`config.mk`:
```
export PLATFORM = sky130hd
export DESIGN_NAME = halt_release_ctrl
export DESIGN_NICKNAME = d
export VERILOG_FILES = /design/src/core/halt_release_pkg.sv /design/src/core/irq_link_if.sv /design/src/core/halt_release_ctrl.sv /design/src/core/irq_arbiter.sv
export VERILOG_INCLUDE_DIRS = /design/src /design/src/core
export SDC_FILE = /design/constraint.sdc
export NUM_CORES = 1
export LEC_CHECK = 0
export BUFFER_PORTS_ARGS = -buffer_cell sky130_fd_sc_hd__buf_2
export CORE_ASPECT_RATIO = 0.7
export CORE_UTILIZATION = 45
export DETAILED_ROUTE_END_ITERATION = 12
export PLACE_DENSITY = 0.77
export RECOVER_POWER = 100
export SLEW_MARGIN = 20
export SYNTH_ARGS = -nofsm -noshare
export SYNTH_HDL_FRONTEND = slang
export SYNTH_SLANG_ARGS = --single-unit
```
`constraint.sdc`:
```
create_clock -name SYS_CLK -period 1.9 [get_ports SYS_CLK]
set_clock_uncertainty 0.2 [all_clocks]
set_input_delay 0.095 -clock SYS_CLK [delete_from_list [all_inputs] [get_ports SYS_CLK]]
set_output_delay 0.095 -clock SYS_CLK [all_outputs]
set_load 0.01 [all_outputs]
```
`src/core/halt_release_defs.svh`:
```
`ifndef HALT_RELEASE_DEFS_SVH
`define HALT_RELEASE_DEFS_SVH

// Halt operand bit positions
`define HR_BIT_KEY         0
`define HR_BIT_CARRY       1
`define HR_BIT_INTR        3
`define HR_OPERAND_RESET   4'h0
// Carry interval figures in ms and clock rate in Hz
`define HR_CLK_HZ          40000000
`define HR_IVL_A_MS        1
`define HR_IVL_B_MS        5
`define HR_IVL_C_MS        100
`define HR_IVL_D_MS        250
// Cycles per interval, derived from rate and figure
`define HR_CYC(ms)         ((`HR_CLK_HZ / 1000) * (ms))
// Vector addresses per source, in priority order (index 0 highest)
`define HR_VEC_PIN0        12'h0006
`define HR_VEC_PIN1        12'h0005
`define HR_VEC_T12         12'h0004
`define HR_VEC_BT1         12'h0003
`define HR_VEC_SER0        12'h0002
`define HR_VEC_FCNT        12'h0001
`define HR_NUM_SRC         6

`endif

```
`src/core/halt_release_pkg.sv`:
```
package halt_release_pkg;
    // Sequencer states, one-hot
    typedef enum logic [2:0] {
        ST_RUN  = 3'b001,
        ST_HALT = 3'b010,
        ST_SERV = 3'b100
    } seq_state_t;
    typedef logic [11:0] addr_t;
    typedef logic [5:0]  src_vec_t;
endpackage : halt_release_pkg

```
`src/core/irq_link_if.sv`:
```
`timescale 1ns/1ps
// Interrupt arbiter results passed to the sequencer
interface irq_link_if;
    import halt_release_pkg::*;
    logic     any_ok;
    src_vec_t grant;
    addr_t    vector;
    modport arb (output any_ok, output grant, output vector);
    modport seq (input any_ok, input grant, input vector);
endinterface : irq_link_if

```
`src/core/halt_release_ctrl.sv`:
```
`timescale 1ns/1ps
`include "halt_release_defs.svh"
// Functional notes
// Operand 0010B enables periodic carry as halt release
// Carry release: leave halt at once when carry flag is set
// Carry flip-flop is visible directly as the carry status flag
// Carry sets every 1, 5, 100 or 250 ms as software selects
// Operand 1000B enables interrupt acceptance as halt release
// Leave halt on acceptance, not on a mere request
// Six sources may release halt
// Accept only with request, global enable and source permit set
// Request without all enables is not accepted; stay halted
// Interrupt release jumps to the source vector address
// Saved return address is the instruction after halt
// Pin zero beats basic timer 1 when simultaneous
// Pending enabled request is taken after return before next instruction
// Request flag change just before halt is not seen by that halt
// Software puts a no-operation between flag change and halt
// Any one enabled condition ends halt
// Operand 0000B: only reset ends halt
// Halt stops CPU clock; peripherals keep running
// Non-interrupt release resumes after the halt instruction
// Condition already true at halt: exit next cycle
// Release conditions latched at halt and held throughout
module halt_release_ctrl
    import halt_release_pkg::*;
(
    input  wire logic     SYS_CLK,        // 40 MHz clock
    input  wire logic     RST_B,          // Power-on or chip-enable reset
    input  wire logic     HALT_EXEC,      // Halt instruction executes, pulse
    input  wire logic [3:0] HALT_OPERAND, // Halt operand h
    input  wire addr_t    NEXT_PC,        // Address after the halt instruction
    input  wire logic     SVC_RETURN,     // Return from service executes, pulse
    input  wire logic     CARRY_SEL_HI,   // Carry interval select high
    input  wire logic     CARRY_SEL_LO,   // Carry interval select low
    input  wire logic     CARRY_FLAG_CLR, // Carry flag read-and-clear, pulse
    input  wire logic     GIE,            // Global interrupt enable
    input  wire src_vec_t SRC_REQ,        // Source request flags
    input  wire src_vec_t SRC_PERMIT,     // Source permit flags
    output logic          CPU_CLK_EN,     // CPU clock enable, low in halt
    output logic          CARRY_FLAG,     // Periodic carry flag
    output logic          HALTED,         // Halt state
    output logic          IRQ_TAKE,       // Interrupt accepted, pulse
    output addr_t         IRQ_VECTOR,     // Vector of accepted source
    output src_vec_t      IRQ_ACK,        // Source acknowledge, clears request
    output addr_t         RET_ADDR,       // Saved return address
    output logic          RESUME,         // Carry release or return from service, pulse
    output addr_t         RESUME_PC       // Address to resume at
);
    localparam int unsigned CYC_A = `HR_CYC(`HR_IVL_A_MS);
    localparam int unsigned CYC_B = `HR_CYC(`HR_IVL_B_MS);
    localparam int unsigned CYC_C = `HR_CYC(`HR_IVL_C_MS);
    localparam int unsigned CYC_D = `HR_CYC(`HR_IVL_D_MS);

    // Interval length from select bits
    function automatic logic [23:0] ivl_len(input logic hi, input logic lo);
        case ({hi, lo})
            2'b11:   ivl_len = 24'(CYC_A);
            2'b10:   ivl_len = 24'(CYC_B);
            2'b01:   ivl_len = 24'(CYC_C);
            default: ivl_len = 24'(CYC_D);
        endcase
    endfunction : ivl_len

    irq_link_if link();
    src_vec_t   req_d_r;
    src_vec_t   req_d_nxt;
    src_vec_t   ack_r;
    src_vec_t   ack_nxt;

    // Sampled request flags delayed one cycle; a source being acknowledged
    // is masked until its flag has dropped, so one request is never taken twice
    // delayed request view
    always_comb begin
        req_d_nxt = SRC_REQ & ~ack_nxt & ~ack_r;
    end
    always_ff @(posedge SYS_CLK or negedge RST_B) begin
        if (!RST_B) begin
            req_d_r <= '0;
        end else begin
            req_d_r <= req_d_nxt;
        end
    end

    // six sources arbitrated
    irq_arbiter u_arb (
        .req    (req_d_r),
        .permit (SRC_PERMIT),
        .gie    (GIE),
        .link   (link.arb)
    );

    // Periodic carry timer
    logic [23:0] tick_cnt_r;
    logic [23:0] tick_cnt_nxt;
    logic        carry_r;
    logic        carry_nxt;
    logic        tick;
    assign tick = (tick_cnt_r >= ivl_len(CARRY_SEL_HI, CARRY_SEL_LO) - 24'h00_0001);

    // interval count, set wins over clear
    always_comb begin
        tick_cnt_nxt = tick ? 24'h00_0000 : tick_cnt_r + 24'h00_0001;
        carry_nxt    = carry_r;
        if (CARRY_FLAG_CLR) begin
            carry_nxt = 1'b0;
        end
        if (tick) begin
            carry_nxt = 1'b1;
        end
    end
    always_ff @(posedge SYS_CLK or negedge RST_B) begin
        if (!RST_B) begin
            tick_cnt_r <= 24'h00_0000;
            carry_r    <= 1'b0;
        end else begin
            tick_cnt_r <= tick_cnt_nxt;
            carry_r    <= carry_nxt;
        end
    end
    // flag mirrors flip-flop
    assign CARRY_FLAG = carry_r;

    // Sequencer state
    seq_state_t  st_r;
    seq_state_t  st_nxt;
    logic [3:0]  cond_r;
    logic [3:0]  cond_nxt;
    addr_t       ret_r;
    addr_t       ret_nxt;
    logic        take_r;
    logic        take_nxt;
    logic        res_r;
    logic        res_nxt;
    addr_t       vec_r;
    addr_t       vec_nxt;
    logic        carry_hit;
    logic        intr_hit;

    // carry release enable
    assign carry_hit = cond_r[`HR_BIT_CARRY] & carry_r;
    // release only on acceptance
    assign intr_hit  = cond_r[`HR_BIT_INTR] & link.any_ok;

    // Next state of the sequencer
    always_comb begin
        st_nxt   = st_r;
        cond_nxt = cond_r;
        ret_nxt  = ret_r;
        take_nxt = 1'b0;
        res_nxt  = 1'b0;
        vec_nxt  = vec_r;
        ack_nxt  = '0;
        case (st_r)
            ST_RUN: begin
                if (HALT_EXEC) begin
                    // latch operand
                    cond_nxt = HALT_OPERAND;
                    ret_nxt  = NEXT_PC;
                    st_nxt   = ST_HALT;
                end
            end
            ST_HALT: begin
                // any enabled condition, R17 none when zero
                if (intr_hit) begin
                    // vector and return address
                    take_nxt = 1'b1;
                    vec_nxt  = link.vector;
                    ack_nxt  = link.grant;
                    st_nxt   = ST_SERV;
                end else if (carry_hit) begin
                    // resume after halt
                    res_nxt = 1'b1;
                    st_nxt  = ST_RUN;
                end
            end
            ST_SERV: begin
                // pending request taken at return
                if (SVC_RETURN && link.any_ok) begin
                    take_nxt = 1'b1;
                    vec_nxt  = link.vector;
                    ack_nxt  = link.grant;
                end else if (SVC_RETURN) begin
                    res_nxt = 1'b1;
                    st_nxt  = ST_RUN;
                end
            end
            default: begin
                st_nxt = ST_RUN;
            end
        endcase
    end
    always_ff @(posedge SYS_CLK or negedge RST_B) begin
        if (!RST_B) begin
            st_r   <= ST_RUN;
            cond_r <= `HR_OPERAND_RESET;
            ret_r  <= 12'h0000;
            take_r <= 1'b0;
            res_r  <= 1'b0;
            vec_r  <= 12'h0000;
            ack_r  <= '0;
        end else begin
            st_r   <= st_nxt;
            cond_r <= cond_nxt;
            ret_r  <= ret_nxt;
            take_r <= take_nxt;
            res_r  <= res_nxt;
            vec_r  <= vec_nxt;
            ack_r  <= ack_nxt;
        end
    end

    // CPU clock gated in halt
    assign CPU_CLK_EN = (st_r != ST_HALT);
    assign HALTED     = (st_r == ST_HALT);
    assign IRQ_TAKE   = take_r;
    assign IRQ_VECTOR = vec_r;
    assign IRQ_ACK    = ack_r;
    assign RET_ADDR   = ret_r;
    assign RESUME     = res_r;
    assign RESUME_PC  = ret_r;

    // Assertions
    // carry release exit
    a_carry_release: assert property (@(posedge SYS_CLK) disable iff (!RST_B)
        (HALTED && cond_r[`HR_BIT_CARRY] && carry_r && !intr_hit) |=> (RESUME && !HALTED))
        else $error("carry release missed");
    // release on acceptance
    a_intr_release: assert property (@(posedge SYS_CLK) disable iff (!RST_B)
        (HALTED && intr_hit) |=> (IRQ_TAKE && IRQ_VECTOR == $past(link.vector)))
        else $error("interrupt release missed");
    // no enable stays
    a_no_enable_stay: assert property (@(posedge SYS_CLK) disable iff (!RST_B)
        (HALTED && !GIE && !carry_hit) |=> HALTED)
        else $error("left halt without enable");
    // empty operand holds
    a_zero_operand_hold: assert property (@(posedge SYS_CLK) disable iff (!RST_B)
        (HALTED && cond_r == 4'h0) |=> HALTED)
        else $error("zero operand left halt");
    // pin zero first
    a_pin0_priority: assert property (@(posedge SYS_CLK) disable iff (!RST_B)
        (HALTED && intr_hit && link.grant[0]) |=> (IRQ_VECTOR == `HR_VEC_PIN0))
        else $error("pin zero not first");
    // return address saved
    a_ret_addr_kept: assert property (@(posedge SYS_CLK) disable iff (!RST_B)
        (st_r == ST_RUN && HALT_EXEC) |=> (RET_ADDR == $past(NEXT_PC)))
        else $error("return address wrong");
    // conditions held
    a_cond_held: assert property (@(posedge SYS_CLK) disable iff (!RST_B)
        (HALTED && $past(HALTED)) |-> $stable(cond_r))
        else $error("condition changed in halt");
    // carry flag visible
    a_carry_visible: assert property (@(posedge SYS_CLK) disable iff (!RST_B)
        tick |=> CARRY_FLAG)
        else $error("carry flag not set");
    // clock stopped
    a_clk_stopped: assert property (@(posedge SYS_CLK) disable iff (!RST_B)
        (st_r == ST_RUN && HALT_EXEC) |=> !CPU_CLK_EN)
        else $error("clock not stopped");

    // single source acknowledged
    a_ack_onehot: assert property (@(posedge SYS_CLK) disable iff (!RST_B)
        IRQ_TAKE |-> $onehot(IRQ_ACK))
        else $error("acknowledge not one-hot");
    // taken source enabled
    a_take_enabled: assert property (@(posedge SYS_CLK) disable iff (!RST_B)
        IRQ_TAKE |-> ($past(GIE) && (($past(SRC_PERMIT) & IRQ_ACK) == IRQ_ACK)))
        else $error("interrupt taken without enables");
    // any condition releases
    a_any_release: assert property (@(posedge SYS_CLK) disable iff (!RST_B)
        (HALTED && (carry_hit || intr_hit)) |=> !HALTED)
        else $error("enabled condition did not release");
    // clear drops flag
    a_carry_clear: assert property (@(posedge SYS_CLK) disable iff (!RST_B)
        (CARRY_FLAG_CLR && !tick) |=> !CARRY_FLAG)
        else $error("carry flag not cleared");
    // halt refused when busy
    a_refuse_busy: assert property (@(posedge SYS_CLK) disable iff (!RST_B)
        (st_r != ST_RUN && HALT_EXEC) |=> (RET_ADDR == $past(RET_ADDR)))
        else $error("return address moved while busy");
    // pending request chained
    a_chain_take: assert property (@(posedge SYS_CLK) disable iff (!RST_B)
        (st_r == ST_SERV && SVC_RETURN && link.any_ok) |=> (IRQ_TAKE && !RESUME))
        else $error("pending request not chained");
    // return to halt successor
    a_resume_exit: assert property (@(posedge SYS_CLK) disable iff (!RST_B)
        (st_r == ST_SERV && SVC_RETURN && !link.any_ok) |=> (RESUME && st_r == ST_RUN))
        else $error("return did not resume");
    // carry needs its bit
    a_carry_gated: assert property (@(posedge SYS_CLK) disable iff (!RST_B)
        (HALTED && !cond_r[`HR_BIT_CARRY] && !intr_hit) |=> HALTED)
        else $error("carry released without its bit");
    // interrupt needs its bit
    a_intr_gated: assert property (@(posedge SYS_CLK) disable iff (!RST_B)
        (HALTED && !cond_r[`HR_BIT_INTR] && !carry_hit) |=> HALTED)
        else $error("interrupt released without its bit");

    c_carry_exit: cover property (@(posedge SYS_CLK) disable iff (!RST_B) HALTED ##1 RESUME);
    c_intr_exit:  cover property (@(posedge SYS_CLK) disable iff (!RST_B) HALTED ##1 IRQ_TAKE);
    c_chain_take: cover property (@(posedge SYS_CLK) disable iff (!RST_B)
        (st_r == ST_SERV && SVC_RETURN && link.any_ok));
    c_pin0_first: cover property (@(posedge SYS_CLK) disable iff (!RST_B)
        (HALTED && intr_hit && link.grant[0] && req_d_r[3]));
endmodule : halt_release_ctrl

```
`src/core/irq_arbiter.sv`:
```
`timescale 1ns/1ps
`include "halt_release_defs.svh"
module irq_arbiter
    import halt_release_pkg::*;
(
    input  wire src_vec_t req,     // Source request flags
    input  wire src_vec_t permit,  // Source permit flags
    input  wire logic     gie,     // Global enable
    irq_link_if.arb       link     // Arbiter results
);
    // Pick lowest index eligible source
    function automatic src_vec_t first_one(input src_vec_t v);
        src_vec_t r;
        r = '0;
        for (int i = `HR_NUM_SRC - 1; i >= 0; i--) begin
            if (v[i]) begin
                r = '0;
                r[i] = 1'b1;
            end
        end
        return r;
    endfunction : first_one

    src_vec_t elig;
    // all three enables
    assign elig        = req & permit & {`HR_NUM_SRC{gie}};
    assign link.any_ok = |elig;
    // fixed priority
    assign link.grant  = first_one(elig);

    // Vector lookup for granted source
    always_comb begin
        case (link.grant)
            6'b00_0001: link.vector = `HR_VEC_PIN0;
            6'b00_0010: link.vector = `HR_VEC_PIN1;
            6'b00_0100: link.vector = `HR_VEC_T12;
            6'b00_1000: link.vector = `HR_VEC_BT1;
            6'b01_0000: link.vector = `HR_VEC_SER0;
            6'b10_0000: link.vector = `HR_VEC_FCNT;
            default:    link.vector = 12'h0000;
        endcase
    end
endmodule : irq_arbiter

```
==> impl_results.md <==
- Synth area leaders: dfrtp_1 (45%), ha_1 (9.8%), mux2_2 (5.6%), nor2_1 (5.2%), buf_4 (4.9%)
- Die Wd: ~100 µm
- Clk Latency, worst-skew pair: roughly 0.34 ns
- Vias in the first global route: approximately 2800
- Maximum VDD drop: about 0.0011 V
- DR WL/cell: approximately 14 µm
- DR vias: 2710
- DRT antenna net count: 0
- Sequential cell area fraction in the yosys report: 0.462
- Clock buffer count from CTS: 9
- Hold_ws: 0.221 ns
- Site Rows: 25
- Maximum number of pins on one net before global-route repair: 30
- Warnings from Yosys: 0
- Worst Path Max Fanout: 25
- Adder and majority gate portion of the synthesized area: 0.0978
- Number of synthesized flops with an enable pin: 0
- Clock root cell: clkbuf_8
- Cells after Synth: about 310
- XOR/XNOR share of the synthesized area: 0.0603
- Design Power: about 4.6 mW
- Final slew viol count: 0
- Synth Flop Type: dfrtp_1
- Final worst path period share: 1.07
- Synth cell types: 39
- Die Y: a little over 70 µm
- Global route overflow: 0
- Worst setup SP type: register
- Die area: roughly 7500 µm²
- Final layout net count: just over 500
- Outcome: finished with violations
- Area leader, netlist: dfrtp_1
- Mapped cell area: about 3200 µm²
- Non-filler cells, final: around 550
- GRT Util Overall: 0.231
- Setup violators final: 30
- Worst-path clk slew: 0.07 ns
- Share of the synthesized area in the top cell type: 0.454
- Setup Crit Path Kind: reg -> reg
- Initial core utilization: 0.469
- Initial antenna violation count: 0
- Rel. slew slack: 0.174
- Violated checks: setup timing
- Critical Path RT: between 1.5 and 2 ns
- Min-Delay Path Class: reg -> reg
- Hold Vio Cnt, Final: 0
- CTS H-tree lvls: 3
- Iter 0 DRT Violations: about 110
- Unrepaired setup endpoints after global routing: true
- Compound-gate portion of the synthesized area: 0.0575
- Synth Area in Simple Gates: 0.187
- Worst Setup End Kind: register
- Port Buffers: just over 70
- Placed instance count: just under 500
- Num ports: just over 80
- Clk sinks: a little under 60
- Clock tree from TritonCTS: yes
- Final Util: 0.652
- Residual DRC: 0
- Critical path arrival: about 2.1 ns
- PD cells: roughly 1000 nW/µm²
- Post-Route WL: 7.80 mm
- Mux contribution to synthesized area: 0.0563
- Final GP Congestion: between 0.8 and 0.9
- Max_cap viols: 0
- CORE AREA: about 6800 µm²
- 1st-pass router iterations: 4
- Synthesized area per cell: roughly 10 µm²
- Layout area overhead: 38.9%
- Setup ws final: -0.132 ns
- Number of synthesized register bits: 59
- LEAKAGE: 2.11 nW
- Worst slew pin tran: 1.24 ns
- Layout cells sized above 1: 0.268
- DP Wirelength: ~5.4 mm
- Drt via density: 4.97
- Max clock buf depth: 2
- Tmin final: approximately 2.0 ns
- FMAX: around 0.49 GHz
- Fraction of registers with async set/reset: 1.00
- First-pass GRT wire length: between 10 and 15 mm
- Largest family of logic cells by synthesized area: simple AND/OR/NAND/NOR gates
- Ant. Diodes: 0
[synth_stat cells, drive strengths merged, types with 8 or more instances]
cell	n
dfrtp	58
nor2	44
buf	26
ha	25
nand2	21
xnor2	17
inv	16
mux2	16
nand3	15
a21oi	11
nand4	8
nor3	8
[cell families after synthesis]
family          Yosys count
xor+xnor                 22
fa+ha+maj                25
other cells               2
flops                    59
buf+inv                  43
compound gates           30
mux                      16
simple gates            116
[path summary, 6_finish.rpt]
path | startpoint | to | slack [ns] | cells after the start
max | tick_cnt_r[11]$_DFF_PN0_ | CARRY_FLAG$_DFFE_PN0P_ | -0.13 | 7
min | IRQ_ACK[5]$_DFF_PN0_ | req_d_r[5]$_DFF_PN0_ | 0.22 | 1
max reg2reg | tick_cnt_r[11]$_DFF_PN0_ | CARRY_FLAG$_DFFE_PN0P_ | -0.13 | 7
min reg2reg | IRQ_ACK[5]$_DFF_PN0_ | req_d_r[5]$_DFF_PN0_ | 0.22 | 1
max in group asynchronous | RST_B | st_r[0]$_DFFE_PN1P_ | 0.19 | 3
min in group asynchronous | RST_B | IRQ_VECTOR[0]$_DFFE_PN0P_ | 0.34 | 2
[what timing repair did]
action,4_1_cts,5_1_grt
gates resized for setup,8,10
setup buffers,0,2
setup endpoints to repair,25,35
pin swaps,3,6
endpoints found under the hold margin,89,0
hold buffers,32,0
[critical path: stages, from the launching register on]
cell and delay [ns]:
dfrtp_1 0.40, ha_1 0.32, a21oi_1 0.15, o21ai_1 0.12, a221oi_2 0.23, o211ai_1 0.17
buf_12 0.19, a21o_1 0.15
[area by class of cell]
cell class / count / area (µm²)
Clock inverter: 6 / 88.8
Inverter: 16 / 60.1
Sequential cell: 59 / 1480
Clock buffer: 10 / 138
Fill cell: 554 / 2380
Multi-Input combinational cell: 220 / 1650
Tap cell: 94 / 118
Timing Repair Buffer: 140 / 912
[cell usage in the layout, fill, tap and decap left out, types with 3 or more instances in the layout]
cell           count
xnor2_1           17
conb_1            11
nand4_1            7
ha_1              19
ha_4               5
nor3b_2            3
mux2_2            14
and4_1             3
o21ai_0            4
nand2_1           19
buf_2             34
inv_1             16
clkbuf_8          10
a21o_1             6
nor3_1             7
xor2_1             5
buf_4             30
clkbuf_1          40
dfrtp_1           58
dlygate4sd3_1     32
nand3_1           13
nor3b_1            3
nor2_1            44
a21oi_1           10
[power by group]
group	internal (mW)	switching, mW	total [mW]
logic	0.720	0.766	1.49
clock network	0.773	0.525	1.30
registers	1.57	0.267	1.84
[flip-flops by register name, indices dropped and copies added, names as in the netlist]
signal      cells
tick_cnt_r     24
RESUME_PC      12
IRQ_ACK         6
req_d_r         6
IRQ_VECTOR      3
st_r            3
cond_r          2
CARRY_FLAG      1
IRQ_TAKE        1
RESUME          1
[per-layer routing]
| metal | track usage | vias up | routed length (µm) |
|---|---|---|---|
| li1 | - | 1302 | - |
| met1 | 0.269 | 1308 | 3370 |
| met2 | 0.399 | 87 | 3900 |
| met3 | 0.0761 | 13 | 411 |
| met4 | 0.0829 | 0 | 113 |
| met5 | 0 | - | 0 |
[per-stage QoR]
step | setup slack (ns) | TNS, ns | cell area [µm²]
after floorplan | -0.147 | -2.97 | 3260
after global placement | -0.311 | -6.91 | 3850
after detailed placement | -0.393 | -9.38 | 3850
after CTS | -0.169 | -2.27 | 4460
after global routing | -0.267 | -6.26 | 4440
final | -0.132 | -2.08 | 4440
Power figures use the tool's default switching activity.
